<file path="config.mk">
export PLATFORM = sky130hd
export DESIGN_NAME = hvm_switch_ctrl
export DESIGN_NICKNAME = d
export VERILOG_FILES = /design/src/core/hvm_pkg.sv /design/src/core/hvm_wb_slave.sv /design/src/core/hvm_pin_gate.sv /design/src/core/hvm_switch_ctrl.sv
export SDC_FILE = /design/constraint.sdc
export NUM_CORES = 1
export LEC_CHECK = 0
export BUFFER_PORTS_ARGS = -buffer_cell sky130_fd_sc_hd__buf_2
export CAP_MARGIN = 20
export CELL_PAD_IN_SITES_DETAIL_PLACEMENT = 1
export CELL_PAD_IN_SITES_GLOBAL_PLACEMENT = 1
export CORE_MARGIN = 8
export CORE_UTILIZATION = 25
export DETAILED_ROUTE_END_ITERATION = 8
export GPL_ROUTABILITY_DRIVEN = 0
export PLACE_DENSITY = 0.59
export SETUP_SLACK_MARGIN = 0.15
export SLEW_MARGIN = 0
export SYNTH_ARGS = -nofsm -noshare
export SYNTH_HDL_FRONTEND = slang
export SYNTH_SLANG_ARGS = --single-unit
</file>
<file path="constraint.sdc">
create_clock -name clk_i -period 2.5 [get_ports clk_i]
set_input_delay 0.125 -clock clk_i [delete_from_list [all_inputs] [get_ports clk_i]]
set_output_delay 0.125 -clock clk_i [all_outputs]
set_load 0.005 [all_outputs]
</file>
<file path="src/core/hvm_pkg.sv">
// Purpose: shared constants and types for the hv measurement switch control
// Assumes: 32-bit classic wishbone, registers in byte lane 0 of aligned words
// Notes: offsets are byte addresses; reserved bits read as zero
package hvm_pkg;

   // register offsets
   localparam logic [7:0] OFF_CTRL = 8'h00;
   localparam logic [7:0] OFF_MODE = 8'h04;
   localparam logic [7:0] OFF_GPIO = 8'h08;
   localparam logic [7:0] OFF_WSRC = 8'h0C;
   localparam logic [7:0] OFF_WPULL = 8'h10;
   localparam logic [7:0] OFF_STAT = 8'h14;
   localparam logic [7:0] OFF_WSTAT = 8'h18;

   // field positions
   localparam int CTRL_MEAS_BIT = 0;
   localparam int CTRL_FOTEST_BIT = 1;
   localparam int GPIO_OUT_BIT = 3;
   localparam int WSRC_SENSE_BIT = 0;
   localparam int STAT_FAULT_BIT = 0;
   localparam int STAT_SWITCH_BIT = 1;
   localparam int WSTAT_A_BIT = 0;
   localparam int WSTAT_B_BIT = 1;
   localparam int WSTAT_LVL_BIT = 2;
   localparam int WSTAT_GLVL_BIT = 3;

   // pin configuration codes
   localparam logic [2:0] GPIO_OFF = 3'h0;
   localparam logic [2:0] GPIO_FO = 3'h1;
   localparam logic [2:0] GPIO_LS = 3'h2;
   localparam logic [2:0] GPIO_WAKE = 3'h3;
   localparam logic [2:0] GPIO_HS = 3'h4;

   // pull codes
   localparam logic [1:0] PULL_DOWN = 2'h1;
   localparam logic [1:0] PULL_UP = 2'h2;

   // mode request codes
   localparam logic [2:0] REQ_NORMAL = 3'h0;
   localparam logic [2:0] REQ_STOP = 3'h1;
   localparam logic [2:0] REQ_SLEEP = 3'h2;
   localparam logic [2:0] REQ_RESTART = 3'h3;

   // reset values
   localparam logic [2:0] GPIO_RST = GPIO_FO;
   localparam logic [3:0] WSRC_RST = 4'h1;
   localparam logic [1:0] WPULL_RST = 2'h0;

   typedef enum logic [4:0] {
      MODE_NORMAL = 5'h01,
      MODE_STOP = 5'h02,
      MODE_SLEEP = 5'h04,
      MODE_RESTART = 5'h08,
      MODE_FAILSAFE = 5'h10
   } hvm_mode_e;

   typedef struct packed {
      logic wr;
      logic [7:0] adr;
      logic [7:0] wdata;
   } hvm_reg_req_s;

   typedef struct packed {
      logic valid;
      logic lvl_sense;
      logic lvl_gpio;
      logic edge_sense;
      logic edge_gpio;
   } hvm_pin_evt_s;

endpackage : hvm_pkg

</file>
<file path="src/core/hvm_wb_slave.sv">
// Purpose: classic wishbone slave front end for the register file
// Assumes: master holds request until it samples ack
// Notes: ack one cycle after request; write commits at the ack edge
`timescale 1ns/1ns
module hvm_wb_slave (
   input logic clk_i, // system clock
   input logic rst_i, // sync reset, high
   input logic ce_i, // clock enable
   input logic [7:0] wb_adr_i, // byte address
   input logic [31:0] wb_dat_i, // write data
   input logic wb_we_i, // write enable
   input logic [3:0] wb_sel_i, // byte selects
   input logic wb_cyc_i, // cycle
   input logic wb_stb_i, // strobe
   input logic [31:0] rdata_i, // read mux from register file
   output logic wb_ack_o, // acknowledge
   output logic [31:0] wb_dat_o, // read data
   output hvm_pkg::hvm_reg_req_s req_o // write commit to register file
);
   logic ack_q;
   logic [31:0] dat_q;

   // single-cycle ack, dropped the cycle after it was given
   always_ff @(posedge clk_i) begin
      if (rst_i) begin
         ack_q <= 1'b0;
      end else if (ce_i) begin
         ack_q <= wb_cyc_i & wb_stb_i & ~ack_q;
      end
   end

   // read data captured with the ack; reads have no side effects
   always_ff @(posedge clk_i) begin
      if (rst_i) begin
         dat_q <= 32'h0000_0000;
      end else if (ce_i) begin
         if (wb_cyc_i & wb_stb_i & ~ack_q & ~wb_we_i) begin
            dat_q <= rdata_i;
         end else begin
            dat_q <= 32'h0000_0000;
         end
      end
   end

   // commit at the edge where master sees ack; only byte lane 0 holds bits
   always_comb begin
      req_o.wr = wb_cyc_i & wb_stb_i & wb_we_i & ack_q & wb_sel_i[0] & ce_i;
      req_o.adr = wb_adr_i;
      req_o.wdata = wb_dat_i[7:0];
   end

   assign wb_ack_o = ack_q;
   assign wb_dat_o = dat_q;

endmodule : hvm_wb_slave

</file>
<file path="src/core/hvm_pin_gate.sv">
// Purpose: level and edge sensing of the two pins with measurement gating
// Assumes: pin inputs synchronous to clk_i
// Notes: previous level tracks while gated so release makes no false edge
`timescale 1ns/1ns
module hvm_pin_gate (
   input logic clk_i, // system clock
   input logic rst_i, // sync reset, high
   input logic ce_i, // clock enable
   input logic gate_i, // measurement active, block pins
   input logic sense_i, // hv sense input level
   input logic gpio_i, // fail output gpio pin level
   output hvm_pkg::hvm_pin_evt_s evt_o // registered levels and edges
);
   logic sense_prev_q;
   logic gpio_prev_q;
   hvm_pkg::hvm_pin_evt_s evt_q;

   // previous levels for edge detection
   always_ff @(posedge clk_i) begin
      if (rst_i) begin
         sense_prev_q <= 1'b0;
         gpio_prev_q <= 1'b0;
      end else if (ce_i) begin
         sense_prev_q <= sense_i;
         gpio_prev_q <= gpio_i;
      end
   end

   // gated events: nothing reaches the status logic while measuring
   always_ff @(posedge clk_i) begin
      if (rst_i) begin
         evt_q <= '0;
      end else if (ce_i) begin
         evt_q.valid <= ~gate_i;
         evt_q.lvl_sense <= sense_i & ~gate_i;
         evt_q.lvl_gpio <= gpio_i & ~gate_i;
         evt_q.edge_sense <= (sense_i ^ sense_prev_q) & ~gate_i;
         evt_q.edge_gpio <= (gpio_i ^ gpio_prev_q) & ~gate_i;
      end
   end

   assign evt_o = evt_q;

endmodule : hvm_pin_gate

</file>
<file path="src/core/hvm_switch_ctrl.sv">
// Purpose: hv measurement route switch control with pin and mode handling
// Assumes: classic wishbone master, pins synchronous to clk_i
// Notes: all outputs registered; ce_i low freezes every flip-flop
`timescale 1ns/1ns
module hvm_switch_ctrl (
   input logic clk_i, // 10 MHz system clock
   input logic rst_i, // sync reset, high
   input logic ce_i, // clock enable
   input logic [7:0] wb_adr_i, // byte address
   input logic [31:0] wb_dat_i, // write data
   input logic wb_we_i, // write enable
   input logic [3:0] wb_sel_i, // byte selects
   input logic wb_cyc_i, // cycle
   input logic wb_stb_i, // strobe
   output logic wb_ack_o, // acknowledge
   output logic [31:0] wb_dat_o, // read data
   input logic hv_sense_input_i, // sense pin level
   input logic fail_output_gpio_pin_i, // pin level seen
   output logic fail_output_gpio_pin_o, // pin drive value
   output logic fail_output_gpio_pin_oe_n_o, // pin drive enable, low
   input logic fail_i, // device failure asks fail output
   input logic fail_safe_i, // device enters fail-safe
   output logic measure_route_switch_o, // high closes switch
   output logic sense_pull_up_o, // sense pin pull-up on
   output logic sense_pull_dn_o, // sense pin pull-down on
   output logic gpio_pull_dn_o, // gpio pin pull-down on
   output logic [4:0] mode_o // one-hot device mode
);
   hvm_pkg::hvm_reg_req_s req;
   hvm_pkg::hvm_pin_evt_s evt;
   hvm_pkg::hvm_mode_e mode_q;
   logic [31:0] rdata;
   logic hv_measure_enable_q;
   logic fo_test_q;
   logic [2:0] gpio_cfg_q;
   logic gpio_out_q;
   logic [3:0] wake_source_config_q;
   logic [1:0] wake_pull_config_q;
   logic fault_q;
   logic wake_status_a_q;
   logic wake_status_b_q;
   logic wake_level_status_q;
   logic gpio_level_q;
   logic switch_q;
   logic sense_pu_q;
   logic sense_pd_q;
   logic gpio_pd_q;
   logic pin_o_q;
   logic pin_oe_n_q;
   logic wr_ctrl;
   logic wr_mode;
   logic wr_gpio;
   logic wr_wsrc;
   logic wr_wpull;
   logic wr_stat;
   logic wr_wstat;
   logic meas_refuse;
   logic gpio_refuse;
   logic pin_only_wake;
   logic sleep_refuse;
   logic fault_set;
   logic set_a;
   logic set_b;

   hvm_wb_slave u_bus (
      .clk_i(clk_i),
      .rst_i(rst_i),
      .ce_i(ce_i),
      .wb_adr_i(wb_adr_i),
      .wb_dat_i(wb_dat_i),
      .wb_we_i(wb_we_i),
      .wb_sel_i(wb_sel_i),
      .wb_cyc_i(wb_cyc_i),
      .wb_stb_i(wb_stb_i),
      .rdata_i(rdata),
      .wb_ack_o(wb_ack_o),
      .wb_dat_o(wb_dat_o),
      .req_o(req)
   );

   hvm_pin_gate u_pins (
      .clk_i(clk_i),
      .rst_i(rst_i),
      .ce_i(ce_i),
      .gate_i(hv_measure_enable_q),
      .sense_i(hv_sense_input_i),
      .gpio_i(fail_output_gpio_pin_i),
      .evt_o(evt)
   );

   // write decode
   assign wr_ctrl = req.wr & (req.adr == hvm_pkg::OFF_CTRL);
   assign wr_mode = req.wr & (req.adr == hvm_pkg::OFF_MODE);
   assign wr_gpio = req.wr & (req.adr == hvm_pkg::OFF_GPIO);
   assign wr_wsrc = req.wr & (req.adr == hvm_pkg::OFF_WSRC);
   assign wr_wpull = req.wr & (req.adr == hvm_pkg::OFF_WPULL);
   assign wr_stat = req.wr & (req.adr == hvm_pkg::OFF_STAT);
   assign wr_wstat = req.wr & (req.adr == hvm_pkg::OFF_WSTAT);

   // enabling needs the pin configured off first
   assign meas_refuse = wr_ctrl & req.wdata[hvm_pkg::CTRL_MEAS_BIT] & ~hv_measure_enable_q
      & (gpio_cfg_q != hvm_pkg::GPIO_OFF);
   // any pin config write while measuring is refused
   assign gpio_refuse = wr_gpio & hv_measure_enable_q;

   // only pin wakes left: sleep would never end, so it is refused
   assign pin_only_wake = hv_measure_enable_q
      & (wake_source_config_q[3:1] == 3'h0)
      & (wake_source_config_q[hvm_pkg::WSRC_SENSE_BIT]
         | (gpio_cfg_q == hvm_pkg::GPIO_WAKE));
   assign sleep_refuse = wr_mode & (req.wdata[2:0] == hvm_pkg::REQ_SLEEP)
      & pin_only_wake
      & ((mode_q == hvm_pkg::MODE_NORMAL) | (mode_q == hvm_pkg::MODE_STOP));
   assign fault_set = meas_refuse | gpio_refuse | sleep_refuse;

   // command fault flag, write one to clear; a new fault beats the clear
   always_ff @(posedge clk_i) begin
      if (rst_i) begin
         fault_q <= 1'b0;
      end else if (ce_i) begin
         if (fault_set) begin
            fault_q <= 1'b1;
         end else if (wr_stat & req.wdata[hvm_pkg::STAT_FAULT_BIT]) begin
            fault_q <= 1'b0;
         end
      end
   end

   // enable and forced test bits; a refused enable keeps the old value
   always_ff @(posedge clk_i) begin
      if (rst_i) begin
         hv_measure_enable_q <= 1'b0;
         fo_test_q <= 1'b0;
      end else if (ce_i) begin
         if (wr_ctrl & ~meas_refuse) begin
            hv_measure_enable_q <= req.wdata[hvm_pkg::CTRL_MEAS_BIT];
         end
         if (wr_ctrl) begin
            fo_test_q <= req.wdata[hvm_pkg::CTRL_FOTEST_BIT];
         end
      end
   end

   // pin configuration, frozen while measuring
   always_ff @(posedge clk_i) begin
      if (rst_i) begin
         gpio_cfg_q <= hvm_pkg::GPIO_RST;
         gpio_out_q <= 1'b0;
      end else if (ce_i) begin
         if (wr_gpio & ~gpio_refuse) begin
            gpio_cfg_q <= req.wdata[2:0];
            gpio_out_q <= req.wdata[hvm_pkg::GPIO_OUT_BIT];
         end
      end
   end

   // wake source and pull settings stay writable while measuring
   always_ff @(posedge clk_i) begin
      if (rst_i) begin
         wake_source_config_q <= hvm_pkg::WSRC_RST;
         wake_pull_config_q <= hvm_pkg::WPULL_RST;
      end else if (ce_i) begin
         if (wr_wsrc) begin
            wake_source_config_q <= req.wdata[3:0];
         end
         if (wr_wpull) begin
            wake_pull_config_q <= req.wdata[1:0];
         end
      end
   end

   // device mode sequencing; fail-safe wins over everything except reset and ce_i low
   always_ff @(posedge clk_i) begin
      if (rst_i) begin
         mode_q <= hvm_pkg::MODE_NORMAL;
      end else if (ce_i) begin
         if (fail_safe_i) begin
            mode_q <= hvm_pkg::MODE_FAILSAFE;
         end else begin
            case (mode_q)
               hvm_pkg::MODE_NORMAL, hvm_pkg::MODE_STOP: begin
                  if (wr_mode) begin
                     case (req.wdata[2:0])
                        hvm_pkg::REQ_NORMAL: mode_q <= hvm_pkg::MODE_NORMAL;
                        hvm_pkg::REQ_STOP: mode_q <= hvm_pkg::MODE_STOP;
                        hvm_pkg::REQ_SLEEP: begin
                           if (sleep_refuse) begin
                              mode_q <= hvm_pkg::MODE_RESTART;
                           end else begin
                              mode_q <= hvm_pkg::MODE_SLEEP;
                           end
                        end
                        hvm_pkg::REQ_RESTART: mode_q <= hvm_pkg::MODE_RESTART;
                        default: mode_q <= mode_q;
                     endcase
                  end
               end
               hvm_pkg::MODE_SLEEP: begin
                  // a pending wake ends sleep through restart
                  if (wake_status_a_q | wake_status_b_q) begin
                     mode_q <= hvm_pkg::MODE_RESTART;
                  end
               end
               hvm_pkg::MODE_RESTART: mode_q <= hvm_pkg::MODE_NORMAL;
               hvm_pkg::MODE_FAILSAFE: mode_q <= hvm_pkg::MODE_RESTART;
               default: mode_q <= hvm_pkg::MODE_RESTART;
            endcase
         end
      end
   end

   // route switch: closed only with enable set and in normal mode
   // the enable itself is untouched by mode changes
   always_ff @(posedge clk_i) begin
      if (rst_i) begin
         switch_q <= 1'b0;
      end else if (ce_i) begin
         switch_q <= hv_measure_enable_q & (mode_q == hvm_pkg::MODE_NORMAL)
            & ~fail_safe_i;
      end
   end

   // pull currents; measuring turns all of them off
   always_ff @(posedge clk_i) begin
      if (rst_i) begin
         sense_pu_q <= 1'b0;
         sense_pd_q <= 1'b0;
         gpio_pd_q <= 1'b0;
      end else if (ce_i) begin
         sense_pu_q <= ~hv_measure_enable_q & (wake_pull_config_q == hvm_pkg::PULL_UP);
         sense_pd_q <= ~hv_measure_enable_q & (wake_pull_config_q == hvm_pkg::PULL_DOWN);
         gpio_pd_q <= ~hv_measure_enable_q & (gpio_cfg_q == hvm_pkg::GPIO_WAKE);
      end
   end

   // pin drivers; released while measuring so the divider sees the switch
   always_ff @(posedge clk_i) begin
      if (rst_i) begin
         pin_o_q <= 1'b0;
         pin_oe_n_q <= 1'b1;
      end else if (ce_i) begin
         pin_o_q <= 1'b0;
         pin_oe_n_q <= 1'b1;
         if (~hv_measure_enable_q) begin
            case (gpio_cfg_q)
               hvm_pkg::GPIO_FO: begin
                  pin_oe_n_q <= ~(fail_i | fo_test_q);
               end
               hvm_pkg::GPIO_LS: begin
                  pin_oe_n_q <= ~gpio_out_q;
               end
               hvm_pkg::GPIO_HS: begin
                  pin_o_q <= 1'b1;
                  pin_oe_n_q <= ~gpio_out_q;
               end
               default: pin_oe_n_q <= 1'b1;
            endcase
         end
      end
   end

   // wake events come through the gate, so measuring blocks new status sets; write one to clear still works
   assign set_a = evt.valid & evt.edge_sense
      & wake_source_config_q[hvm_pkg::WSRC_SENSE_BIT];
   assign set_b = evt.valid & evt.edge_gpio & (gpio_cfg_q == hvm_pkg::GPIO_WAKE);

   // wake status, write one to clear, new events beat the clear
   always_ff @(posedge clk_i) begin
      if (rst_i) begin
         wake_status_a_q <= 1'b0;
         wake_status_b_q <= 1'b0;
      end else if (ce_i) begin
         if (set_a) begin
            wake_status_a_q <= 1'b1;
         end else if (wr_wstat & req.wdata[hvm_pkg::WSTAT_A_BIT]) begin
            wake_status_a_q <= 1'b0;
         end
         if (set_b) begin
            wake_status_b_q <= 1'b1;
         end else if (wr_wstat & req.wdata[hvm_pkg::WSTAT_B_BIT]) begin
            wake_status_b_q <= 1'b0;
         end
      end
   end

   // level status holds its last value while measuring
   always_ff @(posedge clk_i) begin
      if (rst_i) begin
         wake_level_status_q <= 1'b0;
         gpio_level_q <= 1'b0;
      end else if (ce_i) begin
         if (evt.valid) begin
            wake_level_status_q <= evt.lvl_sense;
            gpio_level_q <= evt.lvl_gpio & (gpio_cfg_q == hvm_pkg::GPIO_WAKE);
         end
      end
   end

   // read mux; unmapped addresses read zero
   always_comb begin
      rdata = 32'h0000_0000;
      case (req.adr)
         hvm_pkg::OFF_CTRL: begin
            rdata[hvm_pkg::CTRL_MEAS_BIT] = hv_measure_enable_q;
            rdata[hvm_pkg::CTRL_FOTEST_BIT] = fo_test_q;
         end
         hvm_pkg::OFF_MODE: rdata[4:0] = mode_q;
         hvm_pkg::OFF_GPIO: begin
            rdata[2:0] = gpio_cfg_q;
            rdata[hvm_pkg::GPIO_OUT_BIT] = gpio_out_q;
         end
         hvm_pkg::OFF_WSRC: rdata[3:0] = wake_source_config_q;
         hvm_pkg::OFF_WPULL: rdata[1:0] = wake_pull_config_q;
         hvm_pkg::OFF_STAT: begin
            rdata[hvm_pkg::STAT_FAULT_BIT] = fault_q;
            rdata[hvm_pkg::STAT_SWITCH_BIT] = switch_q;
         end
         hvm_pkg::OFF_WSTAT: begin
            rdata[hvm_pkg::WSTAT_A_BIT] = wake_status_a_q;
            rdata[hvm_pkg::WSTAT_B_BIT] = wake_status_b_q;
            rdata[hvm_pkg::WSTAT_LVL_BIT] = wake_level_status_q;
            rdata[hvm_pkg::WSTAT_GLVL_BIT] = gpio_level_q;
         end
         default: rdata = 32'h0000_0000;
      endcase
   end

   // outputs straight from flip-flops
   assign measure_route_switch_o = switch_q;
   assign sense_pull_up_o = sense_pu_q;
   assign sense_pull_dn_o = sense_pd_q;
   assign gpio_pull_dn_o = gpio_pd_q;
   assign fail_output_gpio_pin_o = pin_o_q;
   assign fail_output_gpio_pin_oe_n_o = pin_oe_n_q;
   assign mode_o = mode_q;

endmodule : hvm_switch_ctrl

</file>
==> results by stage <==
Critical path:
- For the worst setup path, the data required time is 2.69 ns.
- Traced cell by cell, the critical path runs through nand4_1 -> nor4_4 -> and4b_1 -> nor2_1 -> a211o_1.
- The family with the most delay on the worst path is simple AND/OR/NAND/NOR gates.
- Setup slack on the worst reg-to-reg path comes out at 0.45 ns.
- For this run, the slowest stage of the critical path takes 0.53 ns.
- The first element of the critical path is u_bus.wb_ack_o.
- The capture instance of the worst register-to-register path is wake_source_config_q[0].
- STA classifies the critical path endpoint as a register.
- The origin of the critical flop-to-flop path is u_bus.wb_ack_o.
- The critical path's slowest cell is sky130_fd_sc_hd__nor4_4.
- The arrival time of data at the critical path endpoint is 2.24 ns.
- The largest driver fanout on the critical path is 8.
- The startpoint type of the worst setup path is a register.
- The logic depth of the worst register-to-register path is 5.
- Counting both buffers and inverters, the worst setup path holds a total of 0.
- The critical path is of the register to register type.

Logic synthesis:
- Yosys mapped a number of flops with a built-in enable equal to 0.
- The summed instance area of the synthesized netlist is 2300 um2.
- For this run, the register share of the synthesized area comes to 0.357.
- In this run, synthesis produced a sequential element count of 41.
- The count of synthesis-stage warnings from yosys is 0.
- Each instance of the synthesized netlist takes up on average 8.33 um2.
- The synthesized instance count is 276.
- The async set-or-reset flop fraction in the synthesized netlist is 0.
- For this run, the leading register cell type out of synthesis is sky130_fd_sc_hd__dfxtp_1.
- The number of distinct library cell variants in the gate-level netlist after synthesis is 43.

Clock network:
- The number of clock sinks is 41.
- The count of H-tree levels built during CTS is 2.
- The later pin in the worst-skew pair is clocked with a latency of 0.29 ns.
- In this run, CTS created clock tree buffers numbering 5.
- Counting along the longest clock path gives a buffer depth of 2.
- The root buffer cell is sky130_fd_sc_hd__clkbuf_8.
- The total setup buffers inserted after CTS is 0.
- Buffers inserted to repair hold after CTS numbered 0.
- TritonCTS built the clock tree.
- Gates resized during post-CTS repair numbered 0.
- Clock-pin slew was measured on the worst setup and hold paths at 0.09 ns.

Timing:
- Of the available clock period, the critical path in the final layout requires 0.821.
- The final hold violation count is 0.
- The headroom to the max-slew limit is 0.493.
- The accumulated negative setup slack is 0 ns.
- The measured slew at the worst slew-check pin is 0.753 ns.
- Setup violations remaining at the end of the flow were counted as 0.
- The post-route clock skew is 0.00705 ns.
- Setup repair after global routing left no endpoint under its margin.
- After layout, the worst setup slack is 0.447 ns.
- Counting I/O delays and the setup requirement, the final critical path takes 2.05 ns.
- The number of pins exceeding their max-slew limit in the final report is 0.
- The highest clock frequency the design can meet is 487 MHz.
- The tightest hold path in the finished design has a slack of 0.113 ns.

Place:
- The number of placed instances with taps included is 413.
- Prior to clock tree synthesis, the placed netlist has a worst setup slack of 0.370 ns.
- Port buffering added 39 buffers.
- The wire-length estimate of the detail-placed layout is 5190 um.

Power and ir drop:
- The share of total power in sequential cells is 0.530.
- Internal power comes to 917 uW.
- The combinational fraction of design power is 0.125.
- The design draws 1.28 mW.
- The power density over the cells is 496 nW/um2.
- The analysis attributes to net switching a power of 363 uW.
- The leakage component of the power is 1.03 nW.
- Across the VDD grid, the largest voltage drop is 0.189 mV.
- Of the total power, the share spent switching nets is 0.284.
- The clock share of power is 0.345.

Cells and area:
- The top cell types in the final layout, fill and taps aside, are sky130_fd_sc_hd__dfxtp_1 (41), sky130_fd_sc_hd__buf_2 (39), sky130_fd_sc_hd__nor2_1 (35).
- Of the cells placed in the final design, the portion with a size suffix greater than 1 is 0.200.
- The number of standard cells in the final layout excluding fillers is 421.
- The area overhead of the layout relative to synthesis is 12.1%.
- The final-stage net count is 363.
- The leading cell type in the layout, fill and taps excluded is sky130_fd_sc_hd__dfxtp_1.
- The number of inserted diodes is 0.

Routing:
- In the routed design, unresolved DRC markers number 0.
- Across all layers, the routed design uses 2,031 vias.
- The pre-antenna-repair detailed-routing pass consisted of 6 iterations.
- The average detailed-routed wire length per instance is 16.2 um.
- Summed over all layers, the routed wires come to 6820 um.
- In this run the remaining antenna-violating nets after routing total 0.
- In the routed layout, each cell is associated on average with a via count of 4.82.
- The detailed router finished its first iteration with 66 violations.

Floorplanning:
- The total I/O pin count is 98.
- The total die area is 12,500 um2.
- The standard-cell row count is 35.
- The horizontal die dimension is 112 um.
- For this configuration, the core starts out at a cell density of 0.254.
- The floorplan core area is 9060 um2.
- The die height is 112 um.

Global route:
- Entering global routing, the biggest net connects 25 pins.
- The via count of the first global-routing pass came to 2,213.
- The total overflow left after global routing is 0.
- In the global route stage, overall resource usage came out at 0.112.
- The first-pass GRT wire length is 11,500 um.
- The initial antenna violation count is 0.

Run status:
- The run finished with clean final reports.

Min path:
- The worst hold path passes through 3 cells.
- The hold path startpoint is wb_dat_i[3].
- The hold-critical path endpoint is wake_source_config_q[3].
- The path class of the lowest-slack min-delay path is input pin to register.

Job:
- Max-cap violations in this run came to 0.
## power by group through the flow
stage | Clock, mW | Sequential (mW) | Combinational, mW
after floorplan | 0 | 0.691 | 0.131
after global placement | 0 | 0.694 | 0.158
after detailed placement | 0 | 0.694 | 0.160
after CTS | 0.461 | 0.679 | 0.161
after global routing | 0.480 | 0.681 | 0.181
final | 0.442 | 0.678 | 0.160
## final cells by class
| type | count | area [um2] |
|---|---|---|
| timing repair buffer | 43 | 225 |
| fill | 1106 | 6490 |
| tap | 111 | 139 |
| clock buffer | 5 | 68.8 |
| clock inverter | 3 | 17.5 |
| sequential | 41 | 821 |
| multi-input combinational | 214 | 1290 |
| inverter | 4 | 15.0 |
## logic make-up (layout without fill, tap and decap cells)
kind of cell	count (synthesis)	in the layout	synth area share
simple gates	119	119	0.286
xor+xnor	4	4	0.0152
compound gates	46	46	0.127
buf+inv	47	55	0.124
mux	18	18	0.0892
flops	41	41	0.357
other cells	1	27	0.00163
## metal layers
metal,share of wire,vias to the layer above,global-route usage
met2,0.47,42,0.186
met3,0.050,6,0.0335
met1,0.47,989,0.137
li1,-,994,-
met5,0,-,0
met4,0.011,0,0.0310
## tightest hold or removal path, delay by kind of cell
family | cells | cell delay (ns)
muxes | 1 | 0.07
buffers and inverters | 1 | 0.11
and+or+nand+nor | 1 | 0.07
## per-stage QoR
step | cell area (um2) | utilization
finish | 2580 | 0.284
global route | 2580 | 0.284
CTS | 2580 | 0.284
detailed placement | 2490 | 0.275
global placement | 2490 | 0.275
floorplan | 2400 | -
## cell usage after synthesis, drive strengths merged, types with 3 or more instances
cell type,number,area (um2)
a21oi,16,80.1
or2,3,18.8
nand4,8,50.1
mux2i,16,160
nor2,35,131
o21ai,9,45.0
nor4,9,86.3
nand3,10,50.1
nand3b,5,37.5
a22oi,8,60.1
nor3,5,25.0
buf,33,231
nand2,25,93.8
dfxtp,41,821
nand2b,3,18.8
clkbuf,10,37.5
xor2,3,26.3
nor4b,3,41.3
inv,3,11.3
a22o,3,26.3
## state kept, by name, indices dropped and copies added, names as in the netlist, 2 cells and up
name,flops
wake_source_config_q,4
u_bus.wb_dat_o,5
mode_o,5
u_pins.evt_o,5
gpio_cfg_q,3
wake_pull_config_q,2
## worst max-delay path by stage
| stage | slack [ns] | depth (start not counted) | end |
|---|---|---|---|
| 4_1_cts | 0.46 | 5 | wake_source_config_q[0] |
| 3_5_place_dp | 0.37 | 6 | wake_source_config_q[0] |
| 3_3_place_gp | 0.43 | 6 | wake_source_config_q[0] |
| 6_report | 0.45 | 5 | wake_source_config_q[0] |
| 2_1_floorplan | 0.76 | 6 | wake_source_config_q[0] |
| 5_1_grt | 0.30 | 5 | wake_source_config_q[0] |
No activity file was read; power rests on OpenSTA's default activity.
